File: src/design/urx_params.svh
// constants for the receive status and interrupt block
// assumes a 40 MHz ref_clk and a byte-addressed plain register port
`ifndef URX_PARAMS_SVH
`define URX_PARAMS_SVH

// register byte offsets
`define URX_OFS_STATUS 8'h00
`define URX_OFS_MODE 8'h04
`define URX_OFS_RXDATA 8'h08
`define URX_OFS_IRQ_STAT 8'h0C
`define URX_OFS_IRQ_CLR 8'h10
`define URX_OFS_IRQ_EN 8'h14
`define URX_OFS_BAUD 8'h18

// status_control field positions
`define URX_B_SEL_HI 7
`define URX_B_SEL_LO 6
`define URX_B_ADDR_EN 5
`define URX_B_IDLE 4
`define URX_B_PARITY_ERROR_FLAG 3
`define URX_B_FRAMING_ERROR_FLAG 2
`define URX_B_OVERRUN_ERROR_FLAG 1
`define URX_B_AVAIL 0

// mode register field positions
`define URX_B_PDSEL_HI 2
`define URX_B_PDSEL_LO 1

// interrupt status bit positions
`define URX_I_THR 0
`define URX_I_PARITY_ERROR_FLAG 1
`define URX_I_FRAMING_ERROR_FLAG 2
`define URX_I_OVR 3

// receive buffer and thresholds
`define URX_DEPTH 8
`define URX_CNT_W 4
`define URX_WORD_W 11
`define URX_THR_HALF 4'h4
`define URX_THR_3Q 4'h6

// selector codes
`define URX_SEL_ANY 2'h0
`define URX_SEL_HALF 2'h1
`define URX_SEL_3Q 2'h2
`define URX_PD_NONE 2'h0
`define URX_PD_ODD 2'h2
`define URX_PD_NINE 2'h3

// reset values and oversampling
`define URX_BAUD_RESET 16'h0015
`define URX_OS_MID 4'h7
`define URX_OS_LAST 4'hF

`endif

File: src/design/urx_pkg.sv
// types for the receive status and interrupt block
// no assumptions beyond a SystemVerilog compiler
package urx_pkg;

  typedef enum logic [2:0] {
    RX_IDLE = 3'b000,
    RX_START = 3'b001,
    RX_DATA = 3'b010,
    RX_PARITY = 3'b011,
    RX_STOP = 3'b100
  } urx_rx_state_t;

endpackage

File: src/design/urx_rx_fifo.sv
// eight-entry receive buffer holding parity/framing flags with each character
// assumes one clock, active-low reset already synchronised
`timescale 1ns/1ps
`include "urx_params.svh"

module urx_rx_fifo (
  input wire logic refClk,
  input wire logic rstN,
  input wire logic flush,
  input wire logic pushValid,
  input wire logic [`URX_WORD_W-1:0] pushData,
  output logic pushReady,
  input wire logic popReady,
  output logic popValid,
  output logic [`URX_WORD_W-1:0] popData,
  output logic [`URX_CNT_W-1:0] count
);
  logic [`URX_WORD_W-1:0] mem [`URX_DEPTH];
  logic [2:0] wrPtr_r;
  logic [2:0] rdPtr_r;
  logic [`URX_CNT_W-1:0] count_r;
  logic doPush;
  logic doPop;

  assign pushReady = (count_r != 4'(`URX_DEPTH));
  assign popValid = (count_r != '0);
  assign popData = mem[rdPtr_r];
  assign count = count_r;
  assign doPush = pushValid && pushReady;
  assign doPop = popReady && popValid;

  always_ff @(posedge refClk) begin
    if (doPush && !flush) begin
      mem[wrPtr_r] <= pushData;
    end
  end

  always_ff @(posedge refClk or negedge rstN) begin
    if (!rstN) begin
      wrPtr_r <= 3'h0;
      rdPtr_r <= 3'h0;
      count_r <= 4'h0;
    end else if (flush) begin
      wrPtr_r <= 3'h0;
      rdPtr_r <= 3'h0;
      count_r <= 4'h0;
    end else begin
      if (doPush) begin
        wrPtr_r <= wrPtr_r + 3'h1;
      end
      if (doPop) begin
        rdPtr_r <= rdPtr_r + 3'h1;
      end
      count_r <= count_r + 4'(doPush) - 4'(doPop);
    end
  end
endmodule

File: src/design/urx_status_top.sv
// receiver, receive status register and interrupt logic of a serial port
// assumes rxd synchronous to ref_clk and a plain one-cycle register port
// Notes on behaviour
// select 00: flag while buffer non-empty
// select 01: flag at four or more
// select 10: flag at six or more
// software never writes select value 11
// address mode keeps only ninth-bit-set characters
// address mode only acts in nine-bit mode
// idle bit high unless a character arrives
// parity error bit for current character
// framing error bit for current character
// overrun bit set when buffer overflows
// overrun set by hardware, cleared by zero
// clearing overrun empties buffer and shifter
// data-available bit high while buffer non-empty
// parity select 11 means nine bits, no parity
// receive buffer holds eight characters
// error bits follow the buffer head
`timescale 1ns/1ps
`include "urx_params.svh"

module urx_status_top (
  input wire logic ref_clk,
  input wire logic nrst,
  input wire logic rxd,
  input wire logic [7:0] regAddr,
  input wire logic [31:0] regWrData,
  input wire logic regWrStb,
  input wire logic regRdStb,
  output logic [31:0] regRdData,
  output logic rxIrqFlag,
  output logic irqOut
);
  // ==========================================
  // reset release
  logic rstMeta_r;
  logic rstN;
  always_ff @(posedge ref_clk or negedge nrst) begin
    if (!nrst) begin
      rstMeta_r <= 1'b0;
      rstN <= 1'b0;
    end else begin
      rstMeta_r <= 1'b1;
      rstN <= rstMeta_r;
    end
  end

  // ==========================================
  // control registers
  logic [1:0] thrSel_r;
  logic addrEn_r;
  logic [1:0] pdSel_r;
  logic [15:0] baudDiv_r;
  logic [3:0] irqEn_r;
  logic [3:0] irqStat_r;
  logic overrun_error_flag_r;
  logic wrStatus;
  logic oerrClear;
  logic nineBit;

  assign wrStatus = regWrStb && (regAddr == `URX_OFS_STATUS);
  // only a written zero over a set bit clears; a written one is ignored
  assign oerrClear = wrStatus && overrun_error_flag_r && !regWrData[`URX_B_OVERRUN_ERROR_FLAG];
  assign nineBit = (pdSel_r == `URX_PD_NINE);

  always_ff @(posedge ref_clk or negedge rstN) begin
    if (!rstN) begin
      thrSel_r <= 2'h0;
      addrEn_r <= 1'b0;
      pdSel_r <= 2'h0;
      baudDiv_r <= `URX_BAUD_RESET;
      irqEn_r <= 4'h0;
    end else if (regWrStb) begin
      case (regAddr)
        `URX_OFS_STATUS: begin
          thrSel_r <= regWrData[`URX_B_SEL_HI:`URX_B_SEL_LO];
          addrEn_r <= regWrData[`URX_B_ADDR_EN];
        end
        `URX_OFS_MODE: pdSel_r <= regWrData[`URX_B_PDSEL_HI:`URX_B_PDSEL_LO];
        `URX_OFS_IRQ_EN: irqEn_r <= regWrData[3:0];
        `URX_OFS_BAUD: baudDiv_r <= regWrData[15:0];
        default: begin
        end
      endcase
    end
  end

  // ==========================================
  // oversampling tick
  logic [15:0] divCnt_r;
  logic tick;
  assign tick = (divCnt_r == 16'h0000);
  always_ff @(posedge ref_clk or negedge rstN) begin
    if (!rstN) begin
      divCnt_r <= 16'h0000;
    end else if (tick) begin
      divCnt_r <= baudDiv_r;
    end else begin
      divCnt_r <= divCnt_r - 16'h0001;
    end
  end

  // ==========================================
  // receive shift register
  urx_pkg::urx_rx_state_t state_r;
  logic [3:0] samp_r;
  logic [3:0] bitIdx_r;
  logic [8:0] shift_r;
  logic parErr_r;
  logic charDone_r;
  logic [`URX_WORD_W-1:0] charWord_r;
  logic [3:0] lastBit;
  assign lastBit = nineBit ? 4'h8 : 4'h7;

  always_ff @(posedge ref_clk or negedge rstN) begin
    if (!rstN) begin
      state_r <= urx_pkg::RX_IDLE;
      samp_r <= 4'h0;
      bitIdx_r <= 4'h0;
      shift_r <= 9'h000;
      parErr_r <= 1'b0;
      charDone_r <= 1'b0;
      charWord_r <= '0;
    end else begin
      charDone_r <= 1'b0;
      if (oerrClear) begin
        state_r <= urx_pkg::RX_IDLE;
        shift_r <= 9'h000;
      end else begin
        case (state_r)
          urx_pkg::RX_IDLE: begin
            if (!rxd) begin
              state_r <= urx_pkg::RX_START;
              samp_r <= 4'h0;
              shift_r <= 9'h000;
              parErr_r <= 1'b0;
            end
          end
          urx_pkg::RX_START: begin
            if (tick) begin
              samp_r <= samp_r + 4'h1;
              if (samp_r == `URX_OS_MID) begin
                // a start pulse shorter than half a bit is taken as noise
                state_r <= rxd ? urx_pkg::RX_IDLE : urx_pkg::RX_DATA;
                samp_r <= 4'h0;
                bitIdx_r <= 4'h0;
              end
            end
          end
          urx_pkg::RX_DATA: begin
            if (tick) begin
              samp_r <= samp_r + 4'h1;
              if (samp_r == `URX_OS_LAST) begin
                shift_r[bitIdx_r] <= rxd;
                bitIdx_r <= bitIdx_r + 4'h1;
                if (bitIdx_r == lastBit) begin
                  state_r <= (pdSel_r == `URX_PD_NONE || nineBit) ? urx_pkg::RX_STOP : urx_pkg::RX_PARITY;
                end
              end
            end
          end
          urx_pkg::RX_PARITY: begin
            if (tick) begin
              samp_r <= samp_r + 4'h1;
              if (samp_r == `URX_OS_LAST) begin
                parErr_r <= (^shift_r[7:0]) ^ rxd ^ (pdSel_r == `URX_PD_ODD);
                state_r <= urx_pkg::RX_STOP;
              end
            end
          end
          urx_pkg::RX_STOP: begin
            if (tick) begin
              samp_r <= samp_r + 4'h1;
              if (samp_r == `URX_OS_LAST) begin
                charDone_r <= 1'b1;
                charWord_r <= {parErr_r, !rxd, shift_r};
                state_r <= urx_pkg::RX_IDLE;
              end
            end
          end
          default: state_r <= urx_pkg::RX_IDLE;
        endcase
      end
    end
  end

  // ==========================================
  // receive buffer
  logic keepChar;
  logic pushValid;
  logic pushReady;
  logic popReq;
  logic popValid;
  logic [`URX_WORD_W-1:0] headWord;
  logic [`URX_CNT_W-1:0] fifoCount;
  logic overrunEv;

  // non-address characters are dropped only in nine-bit address mode
  assign keepChar = !(addrEn_r && nineBit && !charWord_r[8]);
  assign pushValid = charDone_r && keepChar && !overrun_error_flag_r;
  assign overrunEv = pushValid && !pushReady;
  assign popReq = regRdStb && (regAddr == `URX_OFS_RXDATA);

  urx_rx_fifo u_fifo (
    .refClk(ref_clk),
    .rstN(rstN),
    .flush(oerrClear),
    .pushValid(pushValid),
    .pushData(charWord_r),
    .pushReady(pushReady),
    .popReady(popReq),
    .popValid(popValid),
    .popData(headWord),
    .count(fifoCount)
  );

  always_ff @(posedge ref_clk or negedge rstN) begin
    if (!rstN) begin
      overrun_error_flag_r <= 1'b0;
    end else if (overrunEv) begin
      overrun_error_flag_r <= 1'b1;
    end else if (oerrClear) begin
      overrun_error_flag_r <= 1'b0;
    end
  end

  // ==========================================
  // threshold flag and interrupts
  logic thrNxt;
  always_comb begin
    case (thrSel_r)
      `URX_SEL_ANY: thrNxt = (fifoCount != '0);
      `URX_SEL_HALF: thrNxt = (fifoCount >= `URX_THR_HALF);
      `URX_SEL_3Q: thrNxt = (fifoCount >= `URX_THR_3Q);
      default: thrNxt = 1'b0;
    endcase
  end

  logic [3:0] irqEv;
  logic [3:0] irqClr;
  assign irqEv = {overrunEv, pushValid && charWord_r[9], pushValid && charWord_r[10], thrNxt && !rxIrqFlag};
  assign irqClr = (regWrStb && regAddr == `URX_OFS_IRQ_CLR) ? regWrData[3:0] : 4'h0;

  always_ff @(posedge ref_clk or negedge rstN) begin
    if (!rstN) begin
      rxIrqFlag <= 1'b0;
      irqStat_r <= 4'h0;
      irqOut <= 1'b0;
    end else begin
      rxIrqFlag <= thrNxt;
      // a new event wins over a clear in the same cycle
      irqStat_r <= (irqStat_r & ~irqClr) | irqEv;
      irqOut <= |(irqStat_r & irqEn_r);
    end
  end

  // ==========================================
  // register read port
  logic [31:0] statusWord;
  assign statusWord = {24'h000000, thrSel_r, addrEn_r, state_r == urx_pkg::RX_IDLE,
                       popValid && headWord[10], popValid && headWord[9],
                       overrun_error_flag_r, popValid};

  always_ff @(posedge ref_clk or negedge rstN) begin
    if (!rstN) begin
      regRdData <= 32'h00000000;
    end else if (regRdStb) begin
      case (regAddr)
        `URX_OFS_STATUS: regRdData <= statusWord;
        `URX_OFS_MODE: regRdData <= {29'h00000000, pdSel_r, 1'b0};
        `URX_OFS_RXDATA: regRdData <= popValid ? {23'h000000, headWord[8:0]} : 32'h00000000;
        `URX_OFS_IRQ_STAT: regRdData <= {28'h0000000, irqStat_r};
        `URX_OFS_IRQ_EN: regRdData <= {28'h0000000, irqEn_r};
        `URX_OFS_BAUD: regRdData <= {16'h0000, baudDiv_r};
        default: regRdData <= 32'h00000000;
      endcase
    end else begin
      regRdData <= 32'h00000000;
    end
  end

  // ==========================================
  // checks
  property p_thr_any;
    @(posedge ref_clk) disable iff (!rstN)
    (thrSel_r == 2'h0 && fifoCount != 4'h0) |=> rxIrqFlag;
  endproperty
  a_thr_any: assert property (p_thr_any) else $error("flag missing with data in buffer");

  property p_thr_half;
    @(posedge ref_clk) disable iff (!rstN)
    (thrSel_r == 2'h1) |=> (rxIrqFlag == ($past(fifoCount) >= 4'h4));
  endproperty
  a_thr_half: assert property (p_thr_half) else $error("half-full flag wrong");

  property p_thr_3q;
    @(posedge ref_clk) disable iff (!rstN)
    (thrSel_r == 2'h2) |=> (rxIrqFlag == ($past(fifoCount) >= 4'h6));
  endproperty
  a_thr_3q: assert property (p_thr_3q) else $error("three-quarter flag wrong");

  property p_addr_drop;
    @(posedge ref_clk) disable iff (!rstN)
    (charDone_r && addrEn_r && pdSel_r == 2'h3 && !charWord_r[8] && !oerrClear) |=>
      (fifoCount == $past(fifoCount) - 4'($past(popReq && popValid)));
  endproperty
  a_addr_drop: assert property (p_addr_drop) else $error("data character stored in address mode");

  property p_addr_eight;
    @(posedge ref_clk) disable iff (!rstN)
    (charDone_r && pdSel_r != 2'h3 && !overrun_error_flag_r && fifoCount < 4'h8 && !popReq && !oerrClear) |=> (fifoCount == $past(fifoCount) + 4'h1);
  endproperty
  a_addr_eight: assert property (p_addr_eight) else $error("eight-bit character not stored");

  property p_idle;
    @(posedge ref_clk) disable iff (!rstN)
    (regRdStb && regAddr == 8'h00 && state_r != urx_pkg::RX_IDLE) |=> !regRdData[4];
  endproperty
  a_idle: assert property (p_idle) else $error("idle bit high during reception");

  property p_err_head;
    @(posedge ref_clk) disable iff (!rstN)
    (regRdStb && regAddr == 8'h00 && popValid) |=> (regRdData[3:2] == $past(headWord[10:9]));
  endproperty
  a_err_head: assert property (p_err_head) else $error("error bits do not follow buffer head");

  property p_overrun;
    @(posedge ref_clk) disable iff (!rstN)
    (charDone_r && keepChar && !overrun_error_flag_r && fifoCount == 4'h8) |=> overrun_error_flag_r;
  endproperty
  a_overrun: assert property (p_overrun) else $error("overrun not flagged");

  property p_no_sw_set;
    @(posedge ref_clk) disable iff (!rstN)
    (!overrun_error_flag_r && !overrunEv) |=> !overrun_error_flag_r;
  endproperty
  a_no_sw_set: assert property (p_no_sw_set) else $error("overrun set without overflow");

  property p_flush;
    @(posedge ref_clk) disable iff (!rstN)
    (oerrClear && !overrunEv) |=> (fifoCount == 4'h0 && state_r == urx_pkg::RX_IDLE && !overrun_error_flag_r);
  endproperty
  a_flush: assert property (p_flush) else $error("clearing overrun did not empty receiver");

  property p_avail;
    @(posedge ref_clk) disable iff (!rstN)
    (regRdStb && regAddr == 8'h00) |=> (regRdData[0] == ($past(fifoCount) != 4'h0));
  endproperty
  a_avail: assert property (p_avail) else $error("data-available bit wrong");
endmodule

File: config.mk
export PLATFORM = sky130hd
export DESIGN_NAME = urx_status_top
export DESIGN_NICKNAME = d
export VERILOG_FILES = /design/src/design/urx_pkg.sv /design/src/design/urx_rx_fifo.sv /design/src/design/urx_status_top.sv
export VERILOG_INCLUDE_DIRS = /design/src /design/src/design
export SDC_FILE = /design/constraint.sdc
export NUM_CORES = 1
export LEC_CHECK = 0
export BUFFER_PORTS_ARGS = -buffer_cell sky130_fd_sc_hd__buf_2
export CAP_MARGIN = 25
export CELL_PAD_IN_SITES_DETAIL_PLACEMENT = 0
export CELL_PAD_IN_SITES_GLOBAL_PLACEMENT = 2
export CORE_ASPECT_RATIO = 1.1
export CORE_MARGIN = 1
export CORE_UTILIZATION = 25
export CTS_CLUSTER_SIZE = 16
export DETAILED_ROUTE_END_ITERATION = 8
export PLACE_DENSITY = 0.58
export SLEW_MARGIN = 20
export SYNTH_ARGS = -nofsm -noshare
export SYNTH_HDL_FRONTEND = slang
export SYNTH_SLANG_ARGS = --single-unit
export TNS_END_PERCENT = 100
File: constraint.sdc
create_clock -name ref_clk -period 3.6 [get_ports ref_clk]
set_input_delay 0.72 -clock ref_clk [delete_from_list [all_inputs] [get_ports ref_clk]]
set_output_delay 0.72 -clock ref_clk [all_outputs]
set_load 0.02 [all_outputs]
==> results.json <==
{
  "status": "completed",
  "powerDensity_nw_per_um2": 533,
  "r2r_setup_slack_ns": 0.76,
  "rows": 72,
  "async_reset_ff_share_pct": 55.3,
  "seq_area_frac_synth_pct": 59.7,
  "grt_use_total_pct": 12.5,
  "syn_area_per_cell_um2": 13.2,
  "dieArea_um2": 36800,
  "endpoint": "u_fifo.count[2]",
  "port_buffers": 46,
  "drtAntennaViolNets": 0,
  "yosysWarnings": 0,
  "wl_per_cell_um": 17.4,
  "nNetsFinal": 808,
  "r2r-end": "u_fifo.count[2]",
  "dpl.hpwl_um": 15100,
  "cts_num_sinks": 197,
  "rr_worst_depth": 12,
  "drc": 0,
  "tightest_slew_ns": 0.988,
  "cts_tree": "done",
  "htree_levels": 4,
  "cp_max_fo": 3,
  "grt_pass1_wl_um": 34600,
  "path_class": "flip-flop to flip-flop",
  "worst_ep_arrival_time_ns": 3.15,
  "numCtsBuffers": 17,
  "crit_start": "u_fifo.count[2]",
  "clock.fmax_mhz": 352,
  "dr.pass1.iters": 4,
  "ys_types": 73,
  "dieHeight_um": 201,
  "placed_cell_area_um2": 9870,
  "fin_skew_ns": 0.0145,
  "place_congestion": 0.737,
  "synth_edf_count": 88,
  "holdWs_ns": 0.0605,
  "antennaDiodeCount": 0,
  "synth_common_cells": "dfrtp_1, edfxtp_1, nand2_1",
  "post_cts_resized": 0,
  "antenna_found_initial": 0,
  "synth_flop_cell": "dfrtp_1",
  "drt-initial-drc-count": 321,
  "root_buffer": "clkbuf_16",
  "synth_most_common_cell": "dfrtp_1",
  "yosysTopAreaCellShare_pct": 29.5,
  "hold_viol": 0,
  "p_leak_nw": 4.22,
  "grt_max_degree": 49,
  "area_delta_synth_final_pct": 16.0,
  "rr_startpoint": "u_fifo.count[2]",
  "synthTopCellsByArea": "dfrtp_1, edfxtp_1, mux4_2, mux2_2, nand2_1",
  "postCtsSetupBuffers": 0,
  "setup_viol": 0,
  "routed_via_density": 4.45,
  "core-area_um2": 35300,
  "insertion_delay_ns": 0.44,
  "ir_worst_vdd_v": 0.000291,
  "slew_viol_final": 0,
  "grt_setup_unrepaired": "no",
  "fin_cells": 1237,
  "drive_gt1_share_pct": 24.5,
  "required_ns": 3.91,
  "fin_tns_setup_ns": 0,
  "syn-cell-area_um2": 9000,
  "clock_path_buffers": 2,
  "grt_pass1_vias": 5768,
  "timing.final.crit_share_pct": 78.9,
  "period_needed_ns": 2.84,
  "dp_cells": 1205,
  "hold_class": "input port to async pin",
  "via_count": 5508,
  "yosysTopAreaCell": "dfrtp_1",
  "cap_violations": 0,
  "die_w_um": 183,
  "ys_seq_elements": 197,
  "grt-ovfl-total": 0,
  "final_util_pct": 29.6,
  "routed_wl_um": 21500,
  "clkSlewWorstSetupHoldPaths_ns": 0.07,
  "slew_headroom_pct": 33.7,
  "hold_buffers": 0,
  "final_area_um2": 10400,
  "start_kind": "flip-flop",
  "start_util_pct": 25.5,
  "io_pins": 79,
  "setup.worst_path.end_class": "flip-flop",
  "synth_cells": 681
}
kinds of logic after synthesis:
| family | share of synthesized area [%] |
|---|---|
| AOI/OAI and AO/OA | 7.21 |
| xor gates and xnor gates | 2.68 |
| adders and majority gates | 2.86 |
| buffers and inverters | 3.63 |
| DFF | 59.7 |
| muxes | 10.9 |
| other | 0.0834 |
| and+or+nand+nor | 13.0 |
cell type report:
class	instances	area, um^2
sequential	197	5380
tap	481	602
multi-input combinational	435	3390
timing repair buffer	70	423
inverter	22	82.6
clock inverter	14	141
clock buffer	18	429
fill	3632	24900
placed cells by master, fill, tap and decap left out, types with 17 or more instances in the layout:
| cell type | n |
|---|---|
| a21oi_1 | 24 |
| clkbuf_16 | 17 |
| ha_1 | 19 |
| buf_2 | 46 |
| nor2_1 | 45 |
| conb_1 | 17 |
| o21ai_0 | 21 |
| nand2_1 | 65 |
| mux2_2 | 36 |
| dfrtp_1 | 105 |
| buf_4 | 23 |
| mux4_2 | 22 |
| inv_1 | 22 |
| edfxtp_1 | 88 |
sequential cells by signal, indices dropped and copies added, names as in the netlist, 9 cells and up:
register	cells
u_fifo.mem	88
baudDiv_r	16
divCnt_r	16
regRdData	16
charWord_r	11
shift_r	9
where the power goes:
part | leakage, nW | internal, mW | switching, mW
combinational | 1.79 | 0.413 | 0.509
clock | 0.268 | 0.975 | 0.902
sequential | 2.16 | 2.50 | 0.272
per-stage QoR:
stage               setup slack (ns)  power (mW)
floorplan                      0.344        3.51
global placement               0.573        3.74
detailed placement             0.613        3.75
CTS                            0.727        5.65
global route                   0.560        5.87
finish                         0.759        5.57
worst max-delay path: stages (launching register included):
cell	delay [ns]
dfrtp_1	0.40
inv_1	0.11
ha_1	0.17
or3b_2	0.49
and4_1	0.24
nand2_1	0.13
inv_1	0.06
ha_1	0.27
inv_1	0.04
ha_1	0.21
fa_1	0.38
xnor2_1	0.16
nor2_1	0.06
how the worst min path moves through the flow:
stage / startpoint / end / cells past startpoint
floorplan: rstMeta_r / rstN / 0
finish: nrst / rstN / 1
detailed placement: rstMeta_r / rstN / 0
CTS: nrst / rstN / 1
global route: nrst / rstN / 1
global placement: rstMeta_r / rstN / 0
layer usage:
| layer | global-route usage [%] | up-vias | routed length (um) |
|---|---|---|---|
| met1 | 16.5 | 2768 | 10000 |
| met3 | 2.30 | 22 | 605 |
| met4 | 4.23 | 0 | 370 |
| met5 | 0 | - | 0 |
| li1 | - | 2631 | - |
| met2 | 20.4 | 87 | 10500 |
Power figures use the tool's default switching activity.
